--- src/shared/strap_pkg.sv ---
`default_nettype none

package strap_pkg;

    // ****************************************
    // register map
    // ****************************************
    localparam logic [7:0] STATUS_OFFS   = 8'h00;
    localparam logic [7:0] IRQ_CFG_OFFS  = 8'h04;
    localparam logic [7:0] BOOT_CTL_OFFS = 8'h08;

    // ****************************************
    // field positions
    // ****************************************
    localparam int ST_BOOT_BIT  = 0;
    localparam int ST_IRQ_BIT   = 1;
    localparam int ST_TMA_BIT   = 2;
    localparam int ST_TMB_BIT   = 3;
    localparam int ST_DONE_BIT  = 4;
    localparam int ST_IDLE_BIT  = 5;
    localparam int ST_RUN_BIT   = 6;
    localparam int ST_FAULT_BIT = 7;
    localparam int IRQ_EN_LSB   = 0;
    localparam int IRQ_EDGE_LSB = 4;
    localparam int BOOT_GO_BIT  = 0;

    // ****************************************
    // values
    // ****************************************
    localparam int          IRQ_COUNT     = 4;
    localparam logic        STRAP_DEFAULT = 1'b0;
    localparam logic [1:0]  RESP_OKAY     = 2'h0;
    localparam logic [1:0]  RESP_SLVERR   = 2'h2;
    localparam logic [31:0] DATA_ZERO     = 32'h0000_0000;

    typedef enum logic [3:0] {
        BOOT_WAIT = 4'h1,
        BOOT_PROM = 4'h2,
        BOOT_IDLE = 4'h4,
        BOOT_RUN  = 4'h8
    } boot_state_t;

endpackage : strap_pkg

`default_nettype wire

--- src/reset_strap_mode_capture.sv ---
// Decided for this implementation: the AXI4-Lite interface to the registers and the register addresses.
`timescale 1ns/1ps
`default_nettype none

module reset_strap_mode_capture #(
    parameter int ADDR_W = 8
) (
    // clock and reset
    input  wire logic              core_clk,
    input  wire logic              rstn,
    // shared strap pins
    input  wire logic              boot_select_pin,
    input  wire logic              bus_master_pin,
    input  wire logic              link2_direction_pin,
    input  wire logic              timer0_expired_pin,
    // loader
    input  wire logic              ext_load_done,
    // mode outputs
    output logic                   strap_role,
    output logic                   boot_prom_start,
    output logic                   core_idle,
    output logic                   core_run,
    output logic [3:0]             external_interrupt_en,
    output logic [3:0]             external_interrupt_edge,
    output logic                   test_strap_fault,
    // axi4-lite write
    input  wire logic [ADDR_W-1:0] s_axi_awaddr,
    input  wire logic              s_axi_awvalid,
    output logic                   s_axi_awready,
    input  wire logic [31:0]       s_axi_wdata,
    input  wire logic [3:0]        s_axi_wstrb,
    input  wire logic              s_axi_wvalid,
    output logic                   s_axi_wready,
    output logic [1:0]             s_axi_bresp,
    output logic                   s_axi_bvalid,
    input  wire logic              s_axi_bready,
    // axi4-lite read
    input  wire logic [ADDR_W-1:0] s_axi_araddr,
    input  wire logic              s_axi_arvalid,
    output logic                   s_axi_arready,
    output logic [31:0]            s_axi_rdata,
    output logic [1:0]             s_axi_rresp,
    output logic                   s_axi_rvalid,
    input  wire logic              s_axi_rready
);

    // ****************************************
    // strap capture
    // ****************************************
    // capture flops carry no reset: an async reset may only load constants,
    // so they track the pins each edge until the first edge after release
    logic cap_boot_q;
    logic cap_irq_q;
    logic cap_tma_q;
    logic cap_tmb_q;
    logic done_q;

    always_ff @(posedge core_clk) begin
        if (!done_q) begin
            cap_boot_q <= boot_select_pin;
            cap_irq_q  <= bus_master_pin;
            cap_tma_q  <= link2_direction_pin;
            cap_tmb_q  <= timer0_expired_pin;
        end
    end

    always_ff @(posedge core_clk or negedge rstn) begin
        if (!rstn) begin
            done_q <= 1'b0;
        end else begin
            done_q <= 1'b1;
        end
    end

    assign strap_role = !done_q;

    wire test_bad = (cap_tma_q != strap_pkg::STRAP_DEFAULT) ||
                    (cap_tmb_q != strap_pkg::STRAP_DEFAULT);
    assign test_strap_fault = done_q && test_bad;

    // ****************************************
    // boot sequencing
    // ****************************************
    strap_pkg::boot_state_t state_q;
    strap_pkg::boot_state_t state_d;
    logic                   sw_go;

    always_comb begin
        case (state_q)
            strap_pkg::BOOT_WAIT: begin
                if (!done_q) begin
                    state_d = strap_pkg::BOOT_WAIT;
                end else if (cap_boot_q == strap_pkg::STRAP_DEFAULT) begin
                    state_d = strap_pkg::BOOT_PROM;
                end else begin
                    state_d = strap_pkg::BOOT_IDLE;
                end
            end
            strap_pkg::BOOT_PROM: begin
                state_d = strap_pkg::BOOT_RUN;
            end
            strap_pkg::BOOT_IDLE: begin
                if (ext_load_done || sw_go) begin
                    state_d = strap_pkg::BOOT_RUN;
                end else begin
                    state_d = strap_pkg::BOOT_IDLE;
                end
            end
            strap_pkg::BOOT_RUN: begin
                state_d = strap_pkg::BOOT_RUN;
            end
            default: begin
                state_d = strap_pkg::BOOT_WAIT;
            end
        endcase
    end

    always_ff @(posedge core_clk or negedge rstn) begin
        if (!rstn) begin
            state_q <= strap_pkg::BOOT_WAIT;
        end else begin
            state_q <= state_d;
        end
    end

    assign boot_prom_start = (state_q == strap_pkg::BOOT_PROM);
    assign core_idle       = (state_q == strap_pkg::BOOT_IDLE);
    assign core_run        = (state_q == strap_pkg::BOOT_RUN);

    // ****************************************
    // interrupt mode
    // ****************************************
    logic [3:0] irq_en_q;
    logic [3:0] irq_edge_q;
    logic       cfg_wr;
    logic [31:0] wdata_q;
    wire        mode_init = (state_q == strap_pkg::BOOT_WAIT) && done_q;

    // seed from strap, then software owns it
    always_ff @(posedge core_clk or negedge rstn) begin
        if (!rstn) begin
            irq_en_q   <= 4'h0;
            irq_edge_q <= 4'h0;
        end else if (mode_init) begin
            irq_en_q   <= {strap_pkg::IRQ_COUNT{cap_irq_q}};
            irq_edge_q <= {strap_pkg::IRQ_COUNT{cap_irq_q}};
        end else if (cfg_wr) begin
            irq_en_q   <= wdata_q[strap_pkg::IRQ_EN_LSB +: 4];
            irq_edge_q <= wdata_q[strap_pkg::IRQ_EDGE_LSB +: 4];
        end
    end

    assign external_interrupt_en   = irq_en_q;
    assign external_interrupt_edge = irq_edge_q;

    // ****************************************
    // axi4-lite slave
    // ****************************************
    logic              aw_hold_q;
    logic              w_hold_q;
    logic [ADDR_W-1:0] awaddr_q;
    logic              wlow_q;
    logic              bvalid_q;
    logic [1:0]        bresp_q;
    logic              rvalid_q;
    logic [1:0]        rresp_q;
    logic [31:0]       rdata_q;

    assign s_axi_awready = !aw_hold_q && !bvalid_q;
    assign s_axi_wready  = !w_hold_q && !bvalid_q;
    wire   aw_take       = s_axi_awvalid && s_axi_awready;
    wire   w_take        = s_axi_wvalid && s_axi_wready;
    wire   wr_fire       = aw_hold_q && w_hold_q;
    wire   wa_cfg        = (awaddr_q[7:0] == strap_pkg::IRQ_CFG_OFFS);
    wire   wa_boot       = (awaddr_q[7:0] == strap_pkg::BOOT_CTL_OFFS);
    wire   wa_ok         = wa_cfg || wa_boot;
    // byte lane 0 holds every writable field
    assign cfg_wr = wr_fire && wa_cfg && wlow_q;
    assign sw_go  = wr_fire && wa_boot && wlow_q && wdata_q[strap_pkg::BOOT_GO_BIT];

    always_ff @(posedge core_clk or negedge rstn) begin
        if (!rstn) begin
            aw_hold_q <= 1'b0;
            w_hold_q  <= 1'b0;
            awaddr_q  <= '0;
            wdata_q   <= strap_pkg::DATA_ZERO;
            wlow_q    <= 1'b0;
            bvalid_q  <= 1'b0;
            bresp_q   <= strap_pkg::RESP_OKAY;
        end else begin
            if (aw_take) begin
                aw_hold_q <= 1'b1;
                awaddr_q  <= s_axi_awaddr;
            end
            if (w_take) begin
                w_hold_q <= 1'b1;
                wdata_q  <= s_axi_wdata;
                wlow_q   <= s_axi_wstrb[0];
            end
            if (wr_fire) begin
                aw_hold_q <= 1'b0;
                w_hold_q  <= 1'b0;
                bvalid_q  <= 1'b1;
                bresp_q   <= wa_ok ? strap_pkg::RESP_OKAY : strap_pkg::RESP_SLVERR;
            end else if (bvalid_q && s_axi_bready) begin
                bvalid_q <= 1'b0;
            end
        end
    end

    assign s_axi_bvalid  = bvalid_q;
    assign s_axi_bresp   = bresp_q;
    assign s_axi_arready = !rvalid_q;
    wire   ar_take       = s_axi_arvalid && s_axi_arready;

    wire [31:0] status_word = {24'h00_0000, test_strap_fault, core_run, core_idle,
                               done_q, cap_tmb_q, cap_tma_q, cap_irq_q, cap_boot_q};
    wire [31:0] cfg_word    = {24'h00_0000, irq_edge_q, irq_en_q};
    wire        ra_st       = (s_axi_araddr[7:0] == strap_pkg::STATUS_OFFS);
    wire        ra_cfg      = (s_axi_araddr[7:0] == strap_pkg::IRQ_CFG_OFFS);
    wire        ra_boot     = (s_axi_araddr[7:0] == strap_pkg::BOOT_CTL_OFFS);
    wire [31:0] rd_mux      = ra_st  ? status_word :
                              ra_cfg ? cfg_word    : strap_pkg::DATA_ZERO;
    wire        rd_ok       = ra_st || ra_cfg || ra_boot;

    always_ff @(posedge core_clk or negedge rstn) begin
        if (!rstn) begin
            rvalid_q <= 1'b0;
            rdata_q  <= strap_pkg::DATA_ZERO;
            rresp_q  <= strap_pkg::RESP_OKAY;
        end else if (ar_take) begin
            rvalid_q <= 1'b1;
            rdata_q  <= rd_mux;
            rresp_q  <= rd_ok ? strap_pkg::RESP_OKAY : strap_pkg::RESP_SLVERR;
        end else if (rvalid_q && s_axi_rready) begin
            rvalid_q <= 1'b0;
        end
    end

    assign s_axi_rvalid = rvalid_q;
    assign s_axi_rdata  = rdata_q;
    assign s_axi_rresp  = rresp_q;
endmodule : reset_strap_mode_capture

`default_nettype wire

--- config.mk ---
export PLATFORM = sky130hd
export DESIGN_NAME = reset_strap_mode_capture
export DESIGN_NICKNAME = d
export VERILOG_FILES = /design/src/shared/strap_pkg.sv /design/src/reset_strap_mode_capture.sv
export SDC_FILE = /design/constraint.sdc
export NUM_CORES = 1
export LEC_CHECK = 0
export CAP_MARGIN = 5
export CORE_AREA = 2 2 71 73
export CTS_CLUSTER_SIZE = 25
export DETAILED_ROUTE_END_ITERATION = 8
export DIE_AREA = 0 0 73 75
export DONT_BUFFER_PORTS = 1
export SLEW_MARGIN = 20
export SYNTH_ARGS = -nofsm -noshare
export SYNTH_HDL_FRONTEND = slang
export SYNTH_SLANG_ARGS = --single-unit
--- constraint.sdc ---
create_clock -name core_clk -period 2.4 [get_ports core_clk]
set_input_delay 0.24 -clock core_clk [delete_from_list [all_inputs] [get_ports core_clk]]
set_output_delay 0.24 -clock core_clk [all_outputs]
set_load 0.005 [all_outputs]
======== Word level (Yosys, flattened, before mapping) ========
Cells that the tools add are included.
cells by class
  add/sub/neg operators ................... 0
  multipliers ............................. 0
  divide/modulo/power cells ............... 0
  $lt $le $gt $ge ......................... 0
  equality and inequality tests ........... 8
  shift-type cells ........................ 0
  mux-type cells .......................... 20
  bitwise logic cells ..................... 0
  reductions and logical operators ........ 32
operators by type and width
  kind                                                                   number
  4-bit 2-to-1 mux                                                       5
  8-bit by 3-bit equality test with 1-bit output, second input constant  2
  8-bit by 4-bit equality test with 1-bit output, second input constant  2
  8-bit 2-to-1 mux                                                       2
  1-bit logical AND                                                      15
  4-bit one-hot mux with 3 select lines                                  1
  2-bit nonzero test                                                     5
  8-bit logical NOT                                                      1
  1-bit 2-to-1 mux                                                       8
  3-bit 2-to-1 mux                                                       2
  1-bit logical NOT                                                      5
  1-bit logical OR                                                       5
  4-bit by 1-bit equality test with 1-bit output, second input constant  1
  4-bit by 2-bit equality test with 1-bit output, second input constant  1
  4-bit by 3-bit equality test with 1-bit output, second input constant  1
  4-bit equality test, second input constant                             1
  2-bit 2-to-1 mux                                                       2
  2-bit OR reduction                                                     1
word-level totals
  flip-flop bits (word level) ............. 74
  latch bits .............................. 0
  memory bits (writable) .................. 0
  ROM bits ................................ 0
  input port bits ......................... 64
  output and inout bits ................... 54
  word-level logic and storage cells ...... 78
  memories ................................ 0

======== Longest topological paths before layout ========
Gate-level depths: netlist of the first run.
  word-level depth ........................ 7
  gate-level depth with buffers ........... 5
  mapped depth without buffers ............ 4

======== Least setup slack after synthesis of the first run ========
No wires, ideal clock.
  path type ............................... register to register
  start point ............................. reg awaddr_q[5]
  end point ............................... reg irq_edge_q[0] (netlist: external_interrupt_edge[0])
  setup time .............................. 0.080 ns
  arrival ................................. 1.609 ns
  data required time ...................... 2.320 ns
  setup slack ............................. 0.712 ns
  stages on the path, launching flop included .. 5
  buffers on the path ..................... 0
  clock period less this slack ............ 1.688 ns
  cells stage by stage .................... dfrtp_1 -> nor4_4 -> nand2_2 -> o41ai_4 -> mux2i_1
between the ends
  longest elaborated chain between the ends .. 4
ends and longest elaborated chain
  what                                            line                             text
  start, declared                                 reset_strap_mode_capture.sv:161  logic [ADDR_W-1:0] awaddr_q;
  start signal, assigned                          reset_strap_mode_capture.sv:193  awaddr_q <= s_axi_awaddr;
  8-bit by 3-bit equality test with 1-bit output  reset_strap_mode_capture.sv:174  wire wa_cfg = (awaddr_q[7:0] == strap_pkg::IRQ_CFG_OFFS);
  1-bit logical AND (2 in series)                 reset_strap_mode_capture.sv:178  assign cfg_wr = wr_fire && wa_cfg && wlow_q;
  2-bit nonzero test (no line)                    -
  end signal, assigned                            reset_strap_mode_capture.sv:146  irq_edge_q <= {strap_pkg::IRQ_COUNT{cap_irq_q}};
  end signal, assigned                            reset_strap_mode_capture.sv:149  irq_edge_q <= wdata_q[strap_pkg::IRQ_EDGE_LSB +: 4];
  end, declared                                   reset_strap_mode_capture.sv:134  logic [3:0] irq_edge_q;
No other way between the ends.
A chain may end at the register's enable or synchronous reset.

======== Final worst setup path of the first run ========
  start point ............................. reg awaddr_q[5]
  end point ............................... reg irq_edge_q[2] (netlist: external_interrupt_edge[2])
The elaborated chain is that of the path after synthesis.

==> results.md, run 1 <==
- Slew Viols, Final: 0
- Worst-path clk slew: 0.09 ns
- Routability Congestion: 0.7265
- Clock Latency Late Sink: 0.29 ns
- Synth Area in Simple Gates: 0.09328
- Status: finished, final reports clean
- Total Wirelength: ~4.1 mm
- YS warnings: 0
- Synth Area in Compound Gates: 0.08329
- RSZ-0062 raised after global routing: false
- Post-synthesis adder-cell area fraction: 0
- Total die area: between 5000 and 6000 µm²
- FMAX: about 540 MHz
- Worst hold-check path type: in -> reg
- GRT overflow: 0
- DRT Pass-1 Iters: 4
- Final setup violation count: 0
- Placement Rows: 25
- Vias in the first global route: ~1300
- Synth cell types: 32
- Final net count: 268
- Max FO, Critical Path: 8
- CTS tree: yes
- Total setup buffers inserted after CTS: 0
- Residual DRC: 0
- RR Startpoint: awaddr_q[5]
- Most common cell after layout, fill and taps aside: dfrtp_1
- WL per Instance: 15.71 µm
- Syn Inst Count: 201
- Worst EP required: 2.62 ns
- Die W: between 70 and 80 µm
- Initial core utilization: 0.4835
- Lkg Pwr: roughly 1.1 nW
- I/O Buffers: 0
- CTS H-tree depth: 2
- Clock root cell: clkbuf_8
- Measured slew at the worst slew-check pin: around 0.74 ns
- Fraction of registers with async set/reset: 0.9167
- Via density: 5.236
- Crit-path slowest cell: o41ai_4
- Crit Path Category: reg -> reg
- Setup_tns: 0 ns
- Core Area: between 4000 and 5000 µm²
- Critical Path Start: awaddr_q[5]
- Clk sinks: 48
- Crit path cell chain: nor4_4 > nand2_2 > o41ai_4 > mux2i_1
- Max Clock Skew: 0.007434 ns
- Post-CTS Hold Buffers: 2
- WP data arrival: 2.08 ns
- Period utilization: 0.7737
- TritonCTS Buffers: 5
- Post-CTS Resized: 0
- Post-DP HPWL: 3.058 mm
- Endpoints failing hold: 0
- Xor/xnor share of the synthesized area: 0.007773
- Gr usage total: 0.1541
- Cell Area, Synth: 2253 µm²
- Vias post-DR: 1356
- Crit. End Element: flop
- Hold_sp: timer0_expired_pin
- Antenna viol nets, final: 0
- Commonest non-fill, non-tap cells in the layout: dfrtp_1 (43), conb_1 (27), inv_1 (16), mux2_2 (16)
- Hold depth: 0
- Relative slew slack: 0.5010
- Number of synthesized register bits: 48
- Post-synthesis mux area share: 0.1466
- Die H: 75 µm
- Antenna violations before repair: 0
- # IOs: 118
- Crit path largest cell delay: 0.66 ns
- Critical path launch point type: flop
- # diodes: 0
- 1st-iter DRT viols: 36
- Mapped Avg Cell Area: 11.21 µm²
- Largest family of logic cells by synthesized area: multiplexers
- Area delta synth->final: 4.109%
- R2R cell count: 4
- Share of layout cells above drive strength 1: 0.1512
- VDD IR max: slightly below 0.5 mV
- Seq/Total Area, Yosys: 0.5425
- Hold Worst Slack: ~0.034 ns
- # Max-Cap Violations: 0
- Post-layout min period: 1.857 ns
- Largest net degree at the start of global routing: 45
- Clk buf depth: 2
- First-pass GRT wire length: 6.299 mm
- Number of enable flip-flop cells after synthesis: 4
- Power Density: 937.0 nW/µm²
- Main flop type after synthesis: dfrtp_1
## registers in the layout, indices dropped and copies added, names as in the netlist
register / flops
s_axi_rresp: 1
s_axi_bresp: 1
external_interrupt_edge: 4
cap_tmb_q: 1
cap_irq_q: 1
s_axi_bvalid: 1
s_axi_rdata: 8
cap_boot_q: 1
wdata_q: 8
done_q: 1
state_q: 4
aw_hold_q: 1
external_interrupt_en: 4
wlow_q: 1
s_axi_rvalid: 1
cap_tma_q: 1
awaddr_q: 8
w_hold_q: 1
## cells in the mapped netlist (all sizes together), types with 3 or more instances
library cell,number,area [µm²]
inv,16,60.06
nor4,3,33.78
nor2,11,41.29
clkbuf,5,18.77
buf,27,198.9
mux2,16,180.2
mux2i,15,150.1
nand2,15,58.81
dfrtp,43,1076
a21oi,11,55.05
edfxtp,4,120.1
o21ai,15,75.07
## routing by layer
| layer | vias up | share of wire | track usage |
|---|---|---|---|
| met5 | - | 0 | 0 |
| met4 | 0 | 0.015 | 0.06379 |
| met3 | 7 | 0.080 | 0.07095 |
| met2 | 55 | 0.49 | 0.2372 |
| met1 | 666 | 0.41 | 0.1888 |
| li1 | 628 | - | - |
## where the power goes
| part | leakage, nW | total [mW] | internal, mW | switching [mW] |
|---|---|---|---|---|
| clock network | 0.0541 | 0.572 | 0.308 | 0.263 |
| logic | 0.411 | 0.442 | 0.240 | 0.202 |
| registers | 0.593 | 1.18 | 1.02 | 0.164 |
## worst paths after layout
path,endpoint,slack (ns)
worst max-delay path,external_interrupt_edge[2],0.54
worst min-delay path,cap_tmb_q,0.03
worst max register to register,external_interrupt_edge[2],0.54
worst min register to register,state_q[1],0.47
max in group asynchronous,state_q[0],1.69
min in group asynchronous,external_interrupt_edge[1],0.44
## area by class of cell
type / instances / area, µm²
fillers: 436 / 2315
well taps: 54 / 67.56
flip-flops and latches: 48 / 1222
repair buffers: 3 / 37.54
multi-input cells: 130 / 847.1
inverters: 16 / 60.06
clock buffers: 5 / 68.82
clock inverters: 3 / 42.54
## logic make-up (layout without fill, tap and decap cells)
kind of cell | Yosys count | count (layout)
and+or+nand+nor | 39 | 39
AOI/OAI and AO/OA | 31 | 31
other | 2 | 27
buffers and inverters | 48 | 27
muxes | 31 | 31
DFF | 48 | 48
xor gates and xnor gates | 2 | 2
## through the flow
stage	cell area, µm²	power [mW]	utilization	cells	worst slack [ns]
after floorplan	2347	1.577	-	226	0.7120
after global placement	2205	1.607	0.4730	249	0.5734
final	2346	2.198	0.5034	259	0.5431
after CTS	2346	2.223	0.5034	259	0.5067
after global routing	2346	2.342	0.5034	259	0.4117
after detailed placement	2205	1.633	0.4730	249	0.5233
## worst max-delay path, delay by kind of cell (launching register included)
family	cells	cell delay (ns)
AOI/OAI and AO/OA	1	0.66
DFF	1	0.42
muxes	1	0.26
and+or+nand+nor	2	0.44
No activity file was read; power rests on OpenSTA's default activity.
==> run 2: changes to the inputs <==
Settings changed: ABC_AREA from default to 1, CORE_AREA 2 2 71 73 to 2 2 73 75, DIE_AREA 0 0 73 75 to 0 0 75 77.
Clock period 2.4 ns to 1.9 ns, I/O delays scaled along.
==> run 2 against run 1 <==
- critical path depth down 1
- clock-buffer cell count unchanged
- total power up 54%
- clock power is 30% higher
==> results.md, run 2 <==
- VDD IR max: between 0.6 and 0.7 mV
- Slew Viols, Final: 0
- CTS H-tree depth: 2
- Clock root cell: clkbuf_8
- Antenna viol nets, final: 0
- Period utilization: 0.7420
- Xor/xnor share of the synthesized area: 0
- Cell Area, Synth: 2435 µm²
- Hold_sp: s_axi_wdata[5]
- Post-synthesis mux area share: 0.04779
- Placement Rows: 26
- Power Density: 1302 nW/µm²
- DRT met1 WL: approximately 1.9 mm
- Crit. End Element: primary output
- Hold depth: 1
- Area contributors post-synth: dfrtp_1 (44%), nand2_1 (15%), buf_4 (8.0%), edfxtp_1 (4.9%), mux2_4 (4.3%)
- Worst EP required: 1.71 ns
- Synth cell types: 25
- Synth cell count leaders: nand2_1 (97), dfrtp_1 (43), nor2_1 (27), buf_4 (26), inv_1 (22)
- Top-count cell post-synth: nand2_1
- Critical path launch point type: flop
- 1st-iter DRT viols: 20
- Residual DRC: 0
- Gr usage total: 0.1611
- Clk buf depth: 2
- Core Area: around 5000 µm²
- Largest area contributor in the netlist: dfrtp_1
- Vias post-DR: 1648
- Antenna violations before repair: 0
- Most common cell after layout, fill and taps aside: nand2_1
- Worst Path Buf+Inv: 1
- Number of synthesized register bits: 48
- Final setup violation count: 0
- # IOs: around 120
- WL per Instance: 11.90 µm
- CP delay by family, top: flip-flops
- Setup_tns: 0 ns
- WP data arrival: 1.22 ns
- Inst Count DP: roughly 350
- Worst hold-check path type: in -> reg
- FMAX: 709.4 MHz
- Crit path cell chain: inv_1 > nand2_1 > nor2_1
- First-pass GRT wire length: 7.141 mm
- Hold endpoint: wdata_q[5]
- Fraction of registers with async set/reset: 0.9167
- R2R cell count: 7
- Crit path largest cell delay: 0.43 ns
- # Max-Cap Violations: 0
- Synth Area in Compound Gates: 0.03237
- WL met2: 2.052 mm
- Post-CTS Resized: 0
- Max Clock Skew: 0.004855 ns
- Syn Inst Count: 286
- Endpoints failing hold: 0
- # diodes: 0
- Hold Worst Slack: around 0.035 ns
- FILL cells: 489
- Vias in the first global route: approximately 1600
- Fin cells: 368
- Post-synthesis adder-cell area fraction: 0
- Seq. cell area: 1222 µm²
- Total Wirelength: around 4.4 mm
- Largest family of logic cells by synthesized area: simple AND/OR/NAND/NOR gates
- Footprint of the multi-input gates: 978.4 µm²
- Top cell type's share of synthesized area: 0.4419
- Crit Reg-Reg Endpoint: external_interrupt_edge[3]
- YS warnings: 0
- Synth Area in Simple Gates: 0.2801
- Status: finished, final reports clean
- Clk sinks: 48
- RSZ-0062 raised after global routing: false
- Die H: 77 µm
- Clock Latency Late Sink: 0.30 ns
- Initial core utilization: 0.4892
- Commonest non-fill, non-tap cells in the layout: nand2_1 (97), dfrtp_1 (43), nor2_1 (27), conb_1 (27), inv_1 (22)
- DRT Pass-1 Iters: 4
- Max FO, Critical Path: 5
- Total Power: 3.388 mW
- Largest net degree at the start of global routing: 45
- GRT overflow: 0
- Mapped Avg Cell Area: 8.513 µm²
- Total die area: roughly 5800 µm²
- RR Startpoint: state_q[0]
- Worst-path clk slew: about 0.09 ns
- TritonCTS Buffers: 5
- Seq/Total Area, Yosys: 0.5021
- I/O Buffers: 0
- CTS tree: yes
- Routability Congestion: approximately 0.77
- Crit Path Category: reg -> out
- Total setup buffers inserted after CTS: 0
- Via density: 4.478
- R2r setup slk: slightly below 0.6 ns
- Final net count: 361
- Main flop type after synthesis: dfrtp_1
- Post-layout min period: roughly 1.4 ns
- DR top layer: met4
- Area delta synth->final: 6.886%
- Metal3 WL: 374 µm
- Crit-path slowest cell: dfrtp_1
- Share of layout cells above drive strength 1: 0.1074
- Number of enable flip-flop cells after synthesis: 4
- Post-DP HPWL: 3.204 mm
- Lkg Pwr: 1.394 nW
- Die W: 75 µm
run 2: kinds of logic (layout without fill, tap and decap cells):
family                 Yosys count  in the layout
muxes                            8              8
DFF                             48             48
and+or+nand+nor                158            158
AOI/OAI and AO/OA               15             15
other                            2             27
buffers and inverters           55             42
run 2: worst max-delay path by stage:
stage,from,end,slack (ns),cells past startpoint
finish,state_q[1],core_idle,0.49,3
global placement,state_q[0],external_interrupt_edge[3],0.59,6
floorplan,state_q[0],external_interrupt_en[3],0.65,8
global route,done_q,test_strap_fault,0.40,2
detailed placement,state_q[0],external_interrupt_edge[3],0.57,7
CTS,state_q[1],core_idle,0.47,3
run 2: where the power goes:
part / internal (mW) / switching, mW
Clock: 0.397 / 0.348
Combinational: 0.424 / 0.563
Sequential: 1.38 / 0.275
run 2: cell type report:
class / instances / share of cell area
clock buffers: 5 / 0.02644
clock inverters: 3 / 0.01779
inverters: 25 / 0.03606
multi-input cells: 208 / 0.3760
flip-flops and latches: 48 / 0.4697
well taps: 70 / 0.03365
repair buffers: 9 / 0.04038
run 2: worst register-to-register path, stage by stage, from the launching register on:
cell	delay, ns
dfstp_2	0.54
inv_2	0.05
nor2_4	0.12
nand3_4	0.20
nand2_1	0.13
nand2_1	0.05
nand2_1	0.08
nand2_1	0.05
run 2: per-layer routing:
metal | vias up | track usage
met3 | 6 | 0.05650
met2 | 65 | 0.2605
met4 | 0 | 0.05893
li1 | 856 | -
met5 | - | 0
met1 | 721 | 0.1946
run 2: through the flow:
stage	area, µm²	utilization	setup WS, ns
global placement	2390	0.4801	0.5891
detailed placement	2390	0.4801	0.5710
finish	2603	0.5229	0.4903
CTS	2603	0.5229	0.4677
floorplan	2529	-	0.6479
global route	2603	0.5229	0.4001
run 2: repair_timing:
action | 4_1_cts | 5_1_grt
endpoints found under the hold margin | 50 | 0
setup endpoints to repair | 0 | 0
hold buffers | 8 | 0
